File: config.mk
export PLATFORM = sky130hd
export DESIGN_NAME = usf_flags
export DESIGN_NICKNAME = d
export VERILOG_FILES = /design/src/rtl/usf_flags.v /design/src/rtl/usf_stat_fifo.v
export VERILOG_INCLUDE_DIRS = /design/src /design/src/rtl
export SDC_FILE = /design/constraint.sdc
export NUM_CORES = 1
export LEC_CHECK = 0
export ABC_AREA = 1
export BUFFER_PORTS_ARGS = -buffer_cell sky130_fd_sc_hd__buf_4
export CAP_MARGIN = 15
export CORE_MARGIN = 2
export CORE_UTILIZATION = 45
export CTS_CLUSTER_DIAMETER = 60
export DETAILED_ROUTE_END_ITERATION = 6
export PLACE_DENSITY = 0.61
export SKIP_LAST_GASP = 1
export SLEW_MARGIN = 20
export SYNTH_ARGS = -nofsm -noshare
export SYNTH_HDL_FRONTEND = slang
export SYNTH_SLANG_ARGS = --single-unit
File: constraint.sdc
create_clock -name ref_clk -period 5.45 [get_ports ref_clk]
set_clock_uncertainty 0.05 [all_clocks]
set_input_delay 1.09 -clock ref_clk [delete_from_list [all_inputs] [get_ports ref_clk]]
set_output_delay 1.09 -clock ref_clk [all_outputs]
set_load 0.05 [all_outputs]
File: src/rtl/usf_regs.vh
// Purpose: Constants for the USB status and event flag block
// Assumes: 50 MHz controller clock, 3-bit word address on the register port
// Notes: Offsets are word indices; data are 16 bits wide
`ifndef USF_REGS_VH
`define USF_REGS_VH

// Register offsets
`define USF_OFF_OTG_STAT 3'h0
`define USF_OFF_EVT_FLAGS 3'h1
`define USF_OFF_EVT_MASK 3'h2
`define USF_OFF_ERR_ENABLE 3'h3
`define USF_OFF_ERR_STAT 3'h4
`define USF_OFF_XFER_STAT 3'h5

// Line and session status bit positions
`define USF_B_CABLE_ID 7
`define USF_B_LINE_STABLE 5
`define USF_B_SESS_VALID 3
`define USF_B_SESS_END 2
`define USF_B_SUPPLY_VALID 0

// Event flag bit positions
`define USF_B_STALL 7
`define USF_B_RESUME 5
`define USF_B_IDLE 4
`define USF_B_TOKEN 3
`define USF_B_SOF 2
`define USF_B_ERR 1
`define USF_B_BUS_RST 0

// Flags that software clears by writing one
`define USF_W1C_MASK 16'h00bd

// Reset values
`define USF_RST_REG16 16'h0000
`define USF_RST_REG8 8'h00

// Timing
`define USF_CLK_NS 20
`define USF_K_HOLD_NS 2500
`define USF_RST_HOLD_NS 2500
`define USF_STABLE_US 1000
`define USF_IDLE_US 3000
`define USF_K_HOLD_CYC ((`USF_K_HOLD_NS + `USF_CLK_NS - 1) / `USF_CLK_NS)
`define USF_RST_HOLD_CYC ((`USF_RST_HOLD_NS + `USF_CLK_NS - 1) / `USF_CLK_NS)
`define USF_STABLE_CYC (`USF_STABLE_US * 1000 / `USF_CLK_NS)
`define USF_IDLE_CYC (`USF_IDLE_US * 1000 / `USF_CLK_NS)

// Transfer status queue
`define USF_XFER_DEPTH 4
`define USF_XFER_AW 2

`endif

File: src/rtl/usf_flags.v
// Purpose: USB OTG line and session status plus device event flags
// Assumes: All inputs synchronous to ref_clk; event inputs are pulses
// Notes: Word-wide register port, read data one cycle after the strobe
//
// The placing of the registers and the address-and-strobe port are this design's own decisions.

// Register map
// Word 0: line and session status, read only
// Word 1: event flags, write one to clear
// Word 2: interrupt mask, same layout as word 1
// Word 3: error enable, one bit per error source
// Word 4: error status, write one to clear
// Word 5: head of the transfer status queue, read only
// Other words read as zero and ignore writes

// Register port timing
// Write acts at the edge that samples the write strobe
// Read data stand for one cycle after the read strobe
// Read data return to zero when no read is pending
// No wait states, so back-to-back strobes are fine

// Status word
// Comparator and pin levels are registered once
// One cycle of lag, traded for a clean timing path
// Nothing on the write side can reach these bits
// Line stability restarts on any change of SE0 or J

// Event flags
// Each flag is sticky until software clears it
// A set in the clearing cycle wins over the clear
// Software should write whole words with ones only where meant
// A read-modify-write clears every set flag except the error summary, and the token flag while more words are queued
// Upper byte and unused positions are forced to zero

// Error summary
// Built live from error status and error enable
// Not stored, so writes to the flag word cannot clear it
// Software clears it through error status or enable

// Timed line detectors
// Bus reset on SE0, resume on K, idle on J
// Each fires once, then waits for its condition to end
// Counters saturate, so a long episode cannot wrap
// K and J swap with the speed input

// Transfer status queue
// Four words deep, head word held in a register
// Clearing the token flag pops the head
// With more words queued the flag stays up
// A token while full, with no pop in that cycle, is dropped but still flags
// Engine should watch the ready output to avoid loss

// Interrupt
// Level output, high while any unmasked flag is set
// Status word changes never raise it

// Limitations
// Inputs are taken as synchronous; no synchroniser here
// Timer lengths assume the 20 ns clock period
// Shorter stable and idle counts suit simulation only
// Event inputs are single-cycle pulses
`timescale 1ns/100ps
`include "usf_regs.vh"

module usf_flags #(
    parameter STABLE_CYC = `USF_STABLE_CYC,
    parameter IDLE_CYC = `USF_IDLE_CYC
) (
    input wire ref_clk,
    input wire rst_b,
    // Register port
    input wire [2:0] reg_addr,
    input wire [15:0] reg_wdata,
    input wire reg_wr,
    input wire reg_rd,
    output reg [15:0] reg_rdata_reg,
    output wire irq,
    // Bus lines and comparators
    input wire dp_in,
    input wire dm_in,
    input wire low_speed,
    input wire cable_id_in,
    input wire sess_valid_in,
    input wire sess_end_in,
    input wire supply_valid_in,
    // Transaction engine events
    input wire stall_sent,
    input wire token_done,
    input wire [7:0] token_status,
    input wire sof_received,
    input wire sof_threshold,
    input wire [7:0] error_events,
    output wire token_ready
);
    localparam [17:0] K_HOLD = `USF_K_HOLD_CYC;
    localparam [17:0] RST_HOLD = `USF_RST_HOLD_CYC;
    localparam [17:0] STABLE_LIM = STABLE_CYC;
    localparam [17:0] IDLE_LIM = IDLE_CYC;

    // Line decode
    wire se0;
    wire j_state;
    wire k_state;
    wire [1:0] line_code;
    reg [1:0] line_prev_reg;
    reg [17:0] stable_cnt_reg;
    reg line_stable_reg;

    // Status samples
    reg cable_id_reg;
    reg sess_valid_reg;
    reg sess_end_reg;
    reg supply_valid_reg;
    wire [15:0] otg_status;

    // Flag and control registers
    reg [15:0] evt_flags_reg;
    reg [15:0] evt_flags_next;
    reg [15:0] evt_mask_reg;
    reg [7:0] err_enable_reg;
    reg [7:0] err_stat_reg;
    wire [15:0] evt_view;
    wire [15:0] clr_bits;
    wire err_summary;

    // Timed line detectors: 0 bus reset, 1 resume, 2 idle
    wire [2:0] det_cond;
    wire [2:0] det_fire;

    // Transfer status queue
    wire [7:0] xfer_head;
    wire [2:0] xfer_count;
    wire xfer_full;
    wire token_pop;

    // Line state from the pair; J and K swap with speed
    assign se0 = !dp_in && !dm_in;
    assign j_state = low_speed ? (!dp_in && dm_in) : (dp_in && !dm_in);
    assign k_state = low_speed ? (dp_in && !dm_in) : (!dp_in && dm_in);
    assign line_code = {se0, j_state};

    // Line stability: any change of SE0 or J restarts the 1 ms window
    always @(posedge ref_clk or negedge rst_b) begin
        if (!rst_b) begin
            line_prev_reg <= 2'h0;
            stable_cnt_reg <= 18'h0;
            line_stable_reg <= 1'b0;
        end else begin
            line_prev_reg <= line_code;
            if (line_code != line_prev_reg) begin
                stable_cnt_reg <= 18'h0;
                line_stable_reg <= 1'b0;
            end else if (stable_cnt_reg < STABLE_LIM - 18'h1) begin
                stable_cnt_reg <= stable_cnt_reg + 18'h1;
            end else begin
                line_stable_reg <= 1'b1;
            end
        end
    end

    // Comparator and pin levels, sampled; software has no path here
    always @(posedge ref_clk or negedge rst_b) begin
        if (!rst_b) begin
            cable_id_reg <= 1'b0;
            sess_valid_reg <= 1'b0;
            sess_end_reg <= 1'b0;
            supply_valid_reg <= 1'b0;
        end else begin
            cable_id_reg <= cable_id_in;
            sess_valid_reg <= sess_valid_in;
            sess_end_reg <= sess_end_in;
            supply_valid_reg <= supply_valid_in;
        end
    end

    // Status word; unused bits tie to zero
    assign otg_status = {8'h00,
                         cable_id_reg,
                         1'b0,
                         line_stable_reg,
                         1'b0,
                         sess_valid_reg,
                         sess_end_reg,
                         1'b0,
                         supply_valid_reg};

    assign det_cond = {j_state, k_state, se0};

    // One firing per episode; the condition must drop before rearming
    genvar gi;
    generate
        for (gi = 0; gi < 3; gi = gi + 1) begin : g_det
            localparam [17:0] LIM = (gi == 2) ? IDLE_LIM : ((gi == 1) ? K_HOLD : RST_HOLD);
            reg [17:0] cnt_reg;
            reg done_reg;
            always @(posedge ref_clk or negedge rst_b) begin
                if (!rst_b) begin
                    cnt_reg <= 18'h0;
                    done_reg <= 1'b0;
                end else if (!det_cond[gi]) begin
                    cnt_reg <= 18'h0;
                    done_reg <= 1'b0;
                end else if (!done_reg) begin
                    if (cnt_reg >= LIM - 18'h1) begin
                        done_reg <= 1'b1;
                    end else begin
                        cnt_reg <= cnt_reg + 18'h1;
                    end
                end
            end
            assign det_fire[gi] = det_cond[gi] && !done_reg && (cnt_reg >= LIM - 18'h1);
        end
    endgenerate

    // Whole-word write to the flag register clears where a one is written
    assign clr_bits = (reg_wr && reg_addr == `USF_OFF_EVT_FLAGS) ?
                      (reg_wdata & `USF_W1C_MASK) : 16'h0000;
    assign token_pop = clr_bits[`USF_B_TOKEN] && evt_flags_reg[`USF_B_TOKEN];

    // Sticky flags; a set in the clearing cycle wins
    always @* begin
        evt_flags_next = evt_flags_reg & ~clr_bits;
        if (stall_sent) begin
            evt_flags_next[`USF_B_STALL] = 1'b1;
        end
        if (det_fire[1]) begin
            evt_flags_next[`USF_B_RESUME] = 1'b1;
        end
        if (det_fire[2]) begin
            evt_flags_next[`USF_B_IDLE] = 1'b1;
        end
        // Next queued token keeps the flag up after an advance
        if (token_done || (token_pop && xfer_count > 3'h1)) begin
            evt_flags_next[`USF_B_TOKEN] = 1'b1;
        end
        if (sof_received || sof_threshold) begin
            evt_flags_next[`USF_B_SOF] = 1'b1;
        end
        if (det_fire[0]) begin
            evt_flags_next[`USF_B_BUS_RST] = 1'b1;
        end
        evt_flags_next = evt_flags_next & `USF_W1C_MASK;
    end

    // Flag register, zero at reset, set only by the events above
    always @(posedge ref_clk or negedge rst_b) begin
        if (!rst_b) begin
            evt_flags_reg <= `USF_RST_REG16;
        end else begin
            evt_flags_reg <= evt_flags_next;
        end
    end

    // Error sources latch; summary is gated by the enable register
    always @(posedge ref_clk or negedge rst_b) begin
        if (!rst_b) begin
            err_stat_reg <= `USF_RST_REG8;
        end else if (reg_wr && reg_addr == `USF_OFF_ERR_STAT) begin
            err_stat_reg <= (err_stat_reg & ~reg_wdata[7:0]) | error_events;
        end else begin
            err_stat_reg <= err_stat_reg | error_events;
        end
    end
    assign err_summary = |(err_stat_reg & err_enable_reg);

    // Summary bit is not stored, so flag writes cannot touch it
    assign evt_view = evt_flags_reg | ({15'h0, err_summary} << `USF_B_ERR);

    // Writable control registers
    always @(posedge ref_clk or negedge rst_b) begin
        if (!rst_b) begin
            evt_mask_reg <= `USF_RST_REG16;
            err_enable_reg <= `USF_RST_REG8;
        end else if (reg_wr) begin
            if (reg_addr == `USF_OFF_EVT_MASK) begin
                evt_mask_reg <= reg_wdata & 16'h00ff;
            end
            if (reg_addr == `USF_OFF_ERR_ENABLE) begin
                err_enable_reg <= reg_wdata[7:0];
            end
        end
    end

    // Level interrupt from any unmasked flag
    assign irq = |(evt_view & evt_mask_reg);

    // Read data one cycle after the strobe, zero otherwise or unmapped
    always @(posedge ref_clk or negedge rst_b) begin
        if (!rst_b) begin
            reg_rdata_reg <= `USF_RST_REG16;
        end else if (reg_rd) begin
            case (reg_addr)
                `USF_OFF_OTG_STAT: reg_rdata_reg <= otg_status;
                `USF_OFF_EVT_FLAGS: reg_rdata_reg <= evt_view;
                `USF_OFF_EVT_MASK: reg_rdata_reg <= evt_mask_reg;
                `USF_OFF_ERR_ENABLE: reg_rdata_reg <= {8'h00, err_enable_reg};
                `USF_OFF_ERR_STAT: reg_rdata_reg <= {8'h00, err_stat_reg};
                `USF_OFF_XFER_STAT: reg_rdata_reg <= {8'h00, xfer_head};
                default: reg_rdata_reg <= 16'h0000;
            endcase
        end else begin
            reg_rdata_reg <= 16'h0000;
        end
    end

    // Ready drops while the queue is full; a status word pushed then is lost unless the head pops in the same cycle
    assign token_ready = !xfer_full;

    usf_stat_fifo u_xfer_fifo (
        .ref_clk(ref_clk),
        .rst_b(rst_b),
        .push(token_done),
        .push_data(token_status),
        .pop(token_pop),
        .head_reg(xfer_head),
        .count(xfer_count),
        .full(xfer_full)
    );
endmodule

File: src/rtl/usf_stat_fifo.v
// Purpose: Queue of transfer status words behind the token flag
// Assumes: Push and pop are one-cycle pulses from the flag block
// Notes: Head word comes out of a register; push when full is dropped unless a pop comes in the same cycle
`timescale 1ns/100ps
`include "usf_regs.vh"

module usf_stat_fifo (
    input wire ref_clk,
    input wire rst_b,
    input wire push,
    input wire [7:0] push_data,
    input wire pop,
    output reg [7:0] head_reg,
    output wire [2:0] count,
    output wire full
);
    reg [7:0] mem [0:`USF_XFER_DEPTH-1];
    reg [`USF_XFER_AW-1:0] wr_ptr_reg;
    reg [`USF_XFER_AW-1:0] rd_ptr_reg;
    reg [2:0] count_reg;
    wire do_push;
    wire do_pop;
    wire [`USF_XFER_AW-1:0] rd_ptr_inc;

    assign full = (count_reg == `USF_XFER_DEPTH);
    assign count = count_reg;
    assign do_pop = pop && (count_reg != 3'h0);
    assign do_push = push && (!full || do_pop);
    assign rd_ptr_inc = rd_ptr_reg + 1'b1;

    // Storage array, written without reset
    always @(posedge ref_clk) begin
        if (do_push) begin
            mem[wr_ptr_reg] <= push_data;
        end
    end

    // Pointers, count and registered head
    always @(posedge ref_clk or negedge rst_b) begin
        if (!rst_b) begin
            wr_ptr_reg <= {`USF_XFER_AW{1'b0}};
            rd_ptr_reg <= {`USF_XFER_AW{1'b0}};
            count_reg <= 3'h0;
            head_reg <= `USF_RST_REG8;
        end else begin
            if (do_push) begin
                wr_ptr_reg <= wr_ptr_reg + 1'b1;
            end
            if (do_pop) begin
                rd_ptr_reg <= rd_ptr_inc;
            end
            count_reg <= count_reg + {2'h0, do_push} - {2'h0, do_pop};
            // Head follows the next entry; an empty queue shows the new word
            if (do_pop && count_reg > 3'h1) begin
                head_reg <= mem[rd_ptr_inc];
            end else if (do_push && (count_reg == 3'h0 || (do_pop && count_reg == 3'h1))) begin
                head_reg <= push_data;
            end else if (do_pop) begin
                head_reg <= `USF_RST_REG8;
            end
        end
    end
endmodule

==> results.py <==
metrics = {
    "finish": {
        "utilization_pct": 52.4,
        "areaGrowthSynthToFinish_pct": 13.9,
        "n_antenna_cell": 0,
        "drive_above_1_share_pct": 10.4,
        "final_cells": 1282,
        "final_area_sq_um": 9440,
        "nets": 1105,
        "largest_reg_flops": 54,
    },
    "synth": {
        "synth_area_per_cell_sq_um": 8.39,
        "yosys_register_bits": 167,
        "synth-edff-count": 32,
        "ys_seq_area_share_pct": 52.3,
        "async_reset_ff_share_pct": 80.8,
        "synth_ff_type": "dfrtp_1",
        "synthDistinctLibCells": 44,
        "synth_area_sq_um": 8290,
        "ys_warn_count": 0,
        "synth_cells": 988,
    },
    "setup_path": {
        "criticalPathCategory": "input port to flop",
        "worst-path-buf-inv": 4,
        "end_kind": "flop",
        "reg2regPathDepth": 10,
        "cp.required_ns": 5.71,
        "worst_ep_arrival_time_ns": 3.54,
        "path_depth": 11,
        "slowest_stage": "o21ai_2",
        "crit_family": "buffers and inverters",
        "startpoint_type": "input port",
        "crit_path_max_incr_delay_ns": 0.56,
        "path_cells": "buf_4 -> inv_2 -> nor2_1 -> o21ai_2 -> inv_2 -> nand2_1 -> nand3_2 -> inv_2 -> nand2_2 -> nand2_1 -> nand2_1",
        "cp_max_fo": 27,
    },
    "floorplanning": {
        "ioPinCount": 68,
        "die_y_microns": 140,
        "dieArea_sq_um": 19500,
        "core_sq_um": 18000,
        "die_w_microns": 140,
        "initial_core_util_pct": 46.0,
        "fp-row-count": 49,
    },
    "global_route": {
        "grt-ovfl-total": 0,
        "grt_max_degree": 91,
        "grt_pass1_vias": 5987,
        "antenna_found_initial": 0,
        "grt_usage_pct": 18.9,
        "grt_pass1_wl_mm": 29.7,
    },
    "hold_path": {
        "hold_class": "flop to flop",
        "hold_depth": 2,
    },
    "timing": {
        "finalCritPeriodShare_pct": 60.1,
        "layout_setup_ws_ns": 2.17,
        "rsz0062_at_grt": "no",
        "maxSlewViolCount": 0,
        "fmax_mhz": 305,
        "worst_pin_slew_ns": 0.838,
        "slew_headroom_pct": 44.2,
        "whs_ns": 0.435,
        "post-route-min-period_ns": 3.28,
        "hold_violations": 0,
        "setup_violations": 0,
        "tns_ns": 0,
    },
    "placement": {
        "dp_hpwl_mm": 12.3,
        "placed_cells": 1250,
        "post-place-ws_ns": 1.70,
        "gp_congestion": 0.849,
        "postPlaceCellArea_sq_um": 8830,
        "numPortBuffers": 51,
    },
    "detailed_routing": {
        "drc": 0,
        "finalWirelength_mm": 17.6,
        "drt-initial-drc-count": 371,
        "dr.pass1.iters": 5,
        "viasPerCell": 5.03,
        "vias": 6453,
        "detail-route-antenna-nets": 0,
        "wire_per_inst_microns": 13.7,
    },
    "clocking": {
        "ctsHoldBuffers": 0,
        "cts-htree-levels": 4,
        "root_buffer": "clkbuf_16",
        "cts_tree": "done",
        "path_clk_slew_ns": 0.07,
        "clk_latency_ns": 0.43,
        "cts_sinks": 167,
        "post_cts_buffers": 0,
        "ctsResizeCount": 0,
        "cts.path.max_buffers": 2,
        "cts-buffers-inserted": 17,
    },
    "pwr": {
        "power_per_cell_area_nw_per_um2": 349,
        "power_mw": 3.29,
        "p_leak_nw": 4.43,
        "ir_drop_v": 0.000236,
    },
    "run": {
        "drv_cap": 0,
    },
    "outcome": {
        "status": "finished, final reports clean",
    },
}
[path summary, 6_finish.rpt]
check                                      from                   endpoint  slack (ns)
max                                       dm_in         stable_cnt_reg[14]        2.17
min in group asynchronous                 rst_b  u_xfer_fifo.rd_ptr_reg[1]        0.68
max in group asynchronous                 rst_b          g_det[2].done_reg        3.54
min                             evt_mask_reg[6]            evt_mask_reg[6]        0.43
min reg2reg                     evt_mask_reg[6]            evt_mask_reg[6]        0.43
max reg2reg                u_xfer_fifo.count[1]       u_xfer_fifo.count[2]        3.16
[synth_stat cells (2+ instances only)]
cell type | instances | area [sq um]
nand2_1 | 258 | 968
nor2_1 | 139 | 522
dfrtp_1 | 135 | 3380
inv_1 | 105 | 394
nand3_1 | 105 | 526
o21ai_0 | 45 | 225
edfxtp_1 | 32 | 961
xor2_1 | 32 | 280
nand4_1 | 17 | 106
ha_1 | 14 | 175
buf_4 | 11 | 82.6
nor3_1 | 10 | 50.1
a21oi_1 | 8 | 40.0
xnor2_1 | 7 | 61.3
clkbuf_1 | 6 | 22.5
a22o_1 | 5 | 43.8
buf_2 | 5 | 25.0
inv_2 | 5 | 18.8
o22ai_1 | 5 | 31.3
nand3_2 | 4 | 40.0
nor2_2 | 4 | 25.0
o211ai_1 | 4 | 30.0
buf_6 | 3 | 33.8
nand2_2 | 3 | 18.8
nor2_4 | 3 | 33.8
a21oi_2 | 2 | 17.5
nand3b_1 | 2 | 15.0
o21ai_2 | 2 | 17.5
o21bai_1 | 2 | 15.0
[metal layers]
layer	share of wire (%)	wire (microns)	up-vias	global-route usage, %
met5	0	0	-	0
met1	50	8820	3053	27.6
met3	4.7	834	13	4.96
met4	0.94	166	0	4.84
li1	-	-	3262	-
met2	44	7800	125	28.2
[placed cells by master, fill, tap and decap left out, types with 3 or more instances in the layout]
| cell | n |
|---|---|
| edfxtp_1 | 32 |
| ha_1 | 14 |
| inv_6 | 7 |
| clkbuf_16 | 18 |
| nand3_2 | 4 |
| xnor2_1 | 7 |
| buf_4 | 51 |
| a22o_1 | 5 |
| o211ai_1 | 4 |
| xor2_1 | 32 |
| inv_2 | 5 |
| nor2_2 | 4 |
| a21oi_1 | 8 |
| nand2_1 | 258 |
| nor2_4 | 3 |
| nor3_1 | 10 |
| dfrtp_1 | 135 |
| inv_1 | 105 |
| nand2_2 | 3 |
| nand3_1 | 105 |
| conb_1 | 8 |
| o21ai_0 | 45 |
| o22ai_1 | 5 |
| nand4_1 | 17 |
| nor2_1 | 139 |
[layout make-up]
cell class / instances / area, sq um
clock inverter: 13 / 159
clock buffer: 19 / 454
inverter: 110 / 413
timing repair buffer: 52 / 394
multi-input combinational: 692 / 3400
fill: 1729 / 8580
sequential: 167 / 4340
tap: 229 / 287
[tightest hold or removal path, cell delays in order (launching register included)]
cell and delay, ns:
dfrtp_1 0.35, nand2_1 0.05, o21ai_0 0.05
[power breakdown]
| group | switching [mW] | leakage, nW | total (mW) | internal, mW |
|---|---|---|---|---|
| Clock | 0.528 | 0.298 | 1.24 | 0.717 |
| Combinational | 0.353 | 2.07 | 0.536 | 0.183 |
| Sequential | 0.0963 | 2.05 | 1.51 | 1.42 |
| Total | 0.977 | 4.43 | 3.29 | 2.32 |
[logic make-up after synthesis]
group	Yosys count	synth area share, %
AOI/OAI and AO/OA	78	5.54
xor gates and xnor gates	39	4.12
DFF	167	52.3
adders and majority gates	15	2.35
other	1	0.0452
and+or+nand+nor	551	28.5
muxes	1	0.121
buffers and inverters	136	7.00
Power figures use the tool's default switching activity.
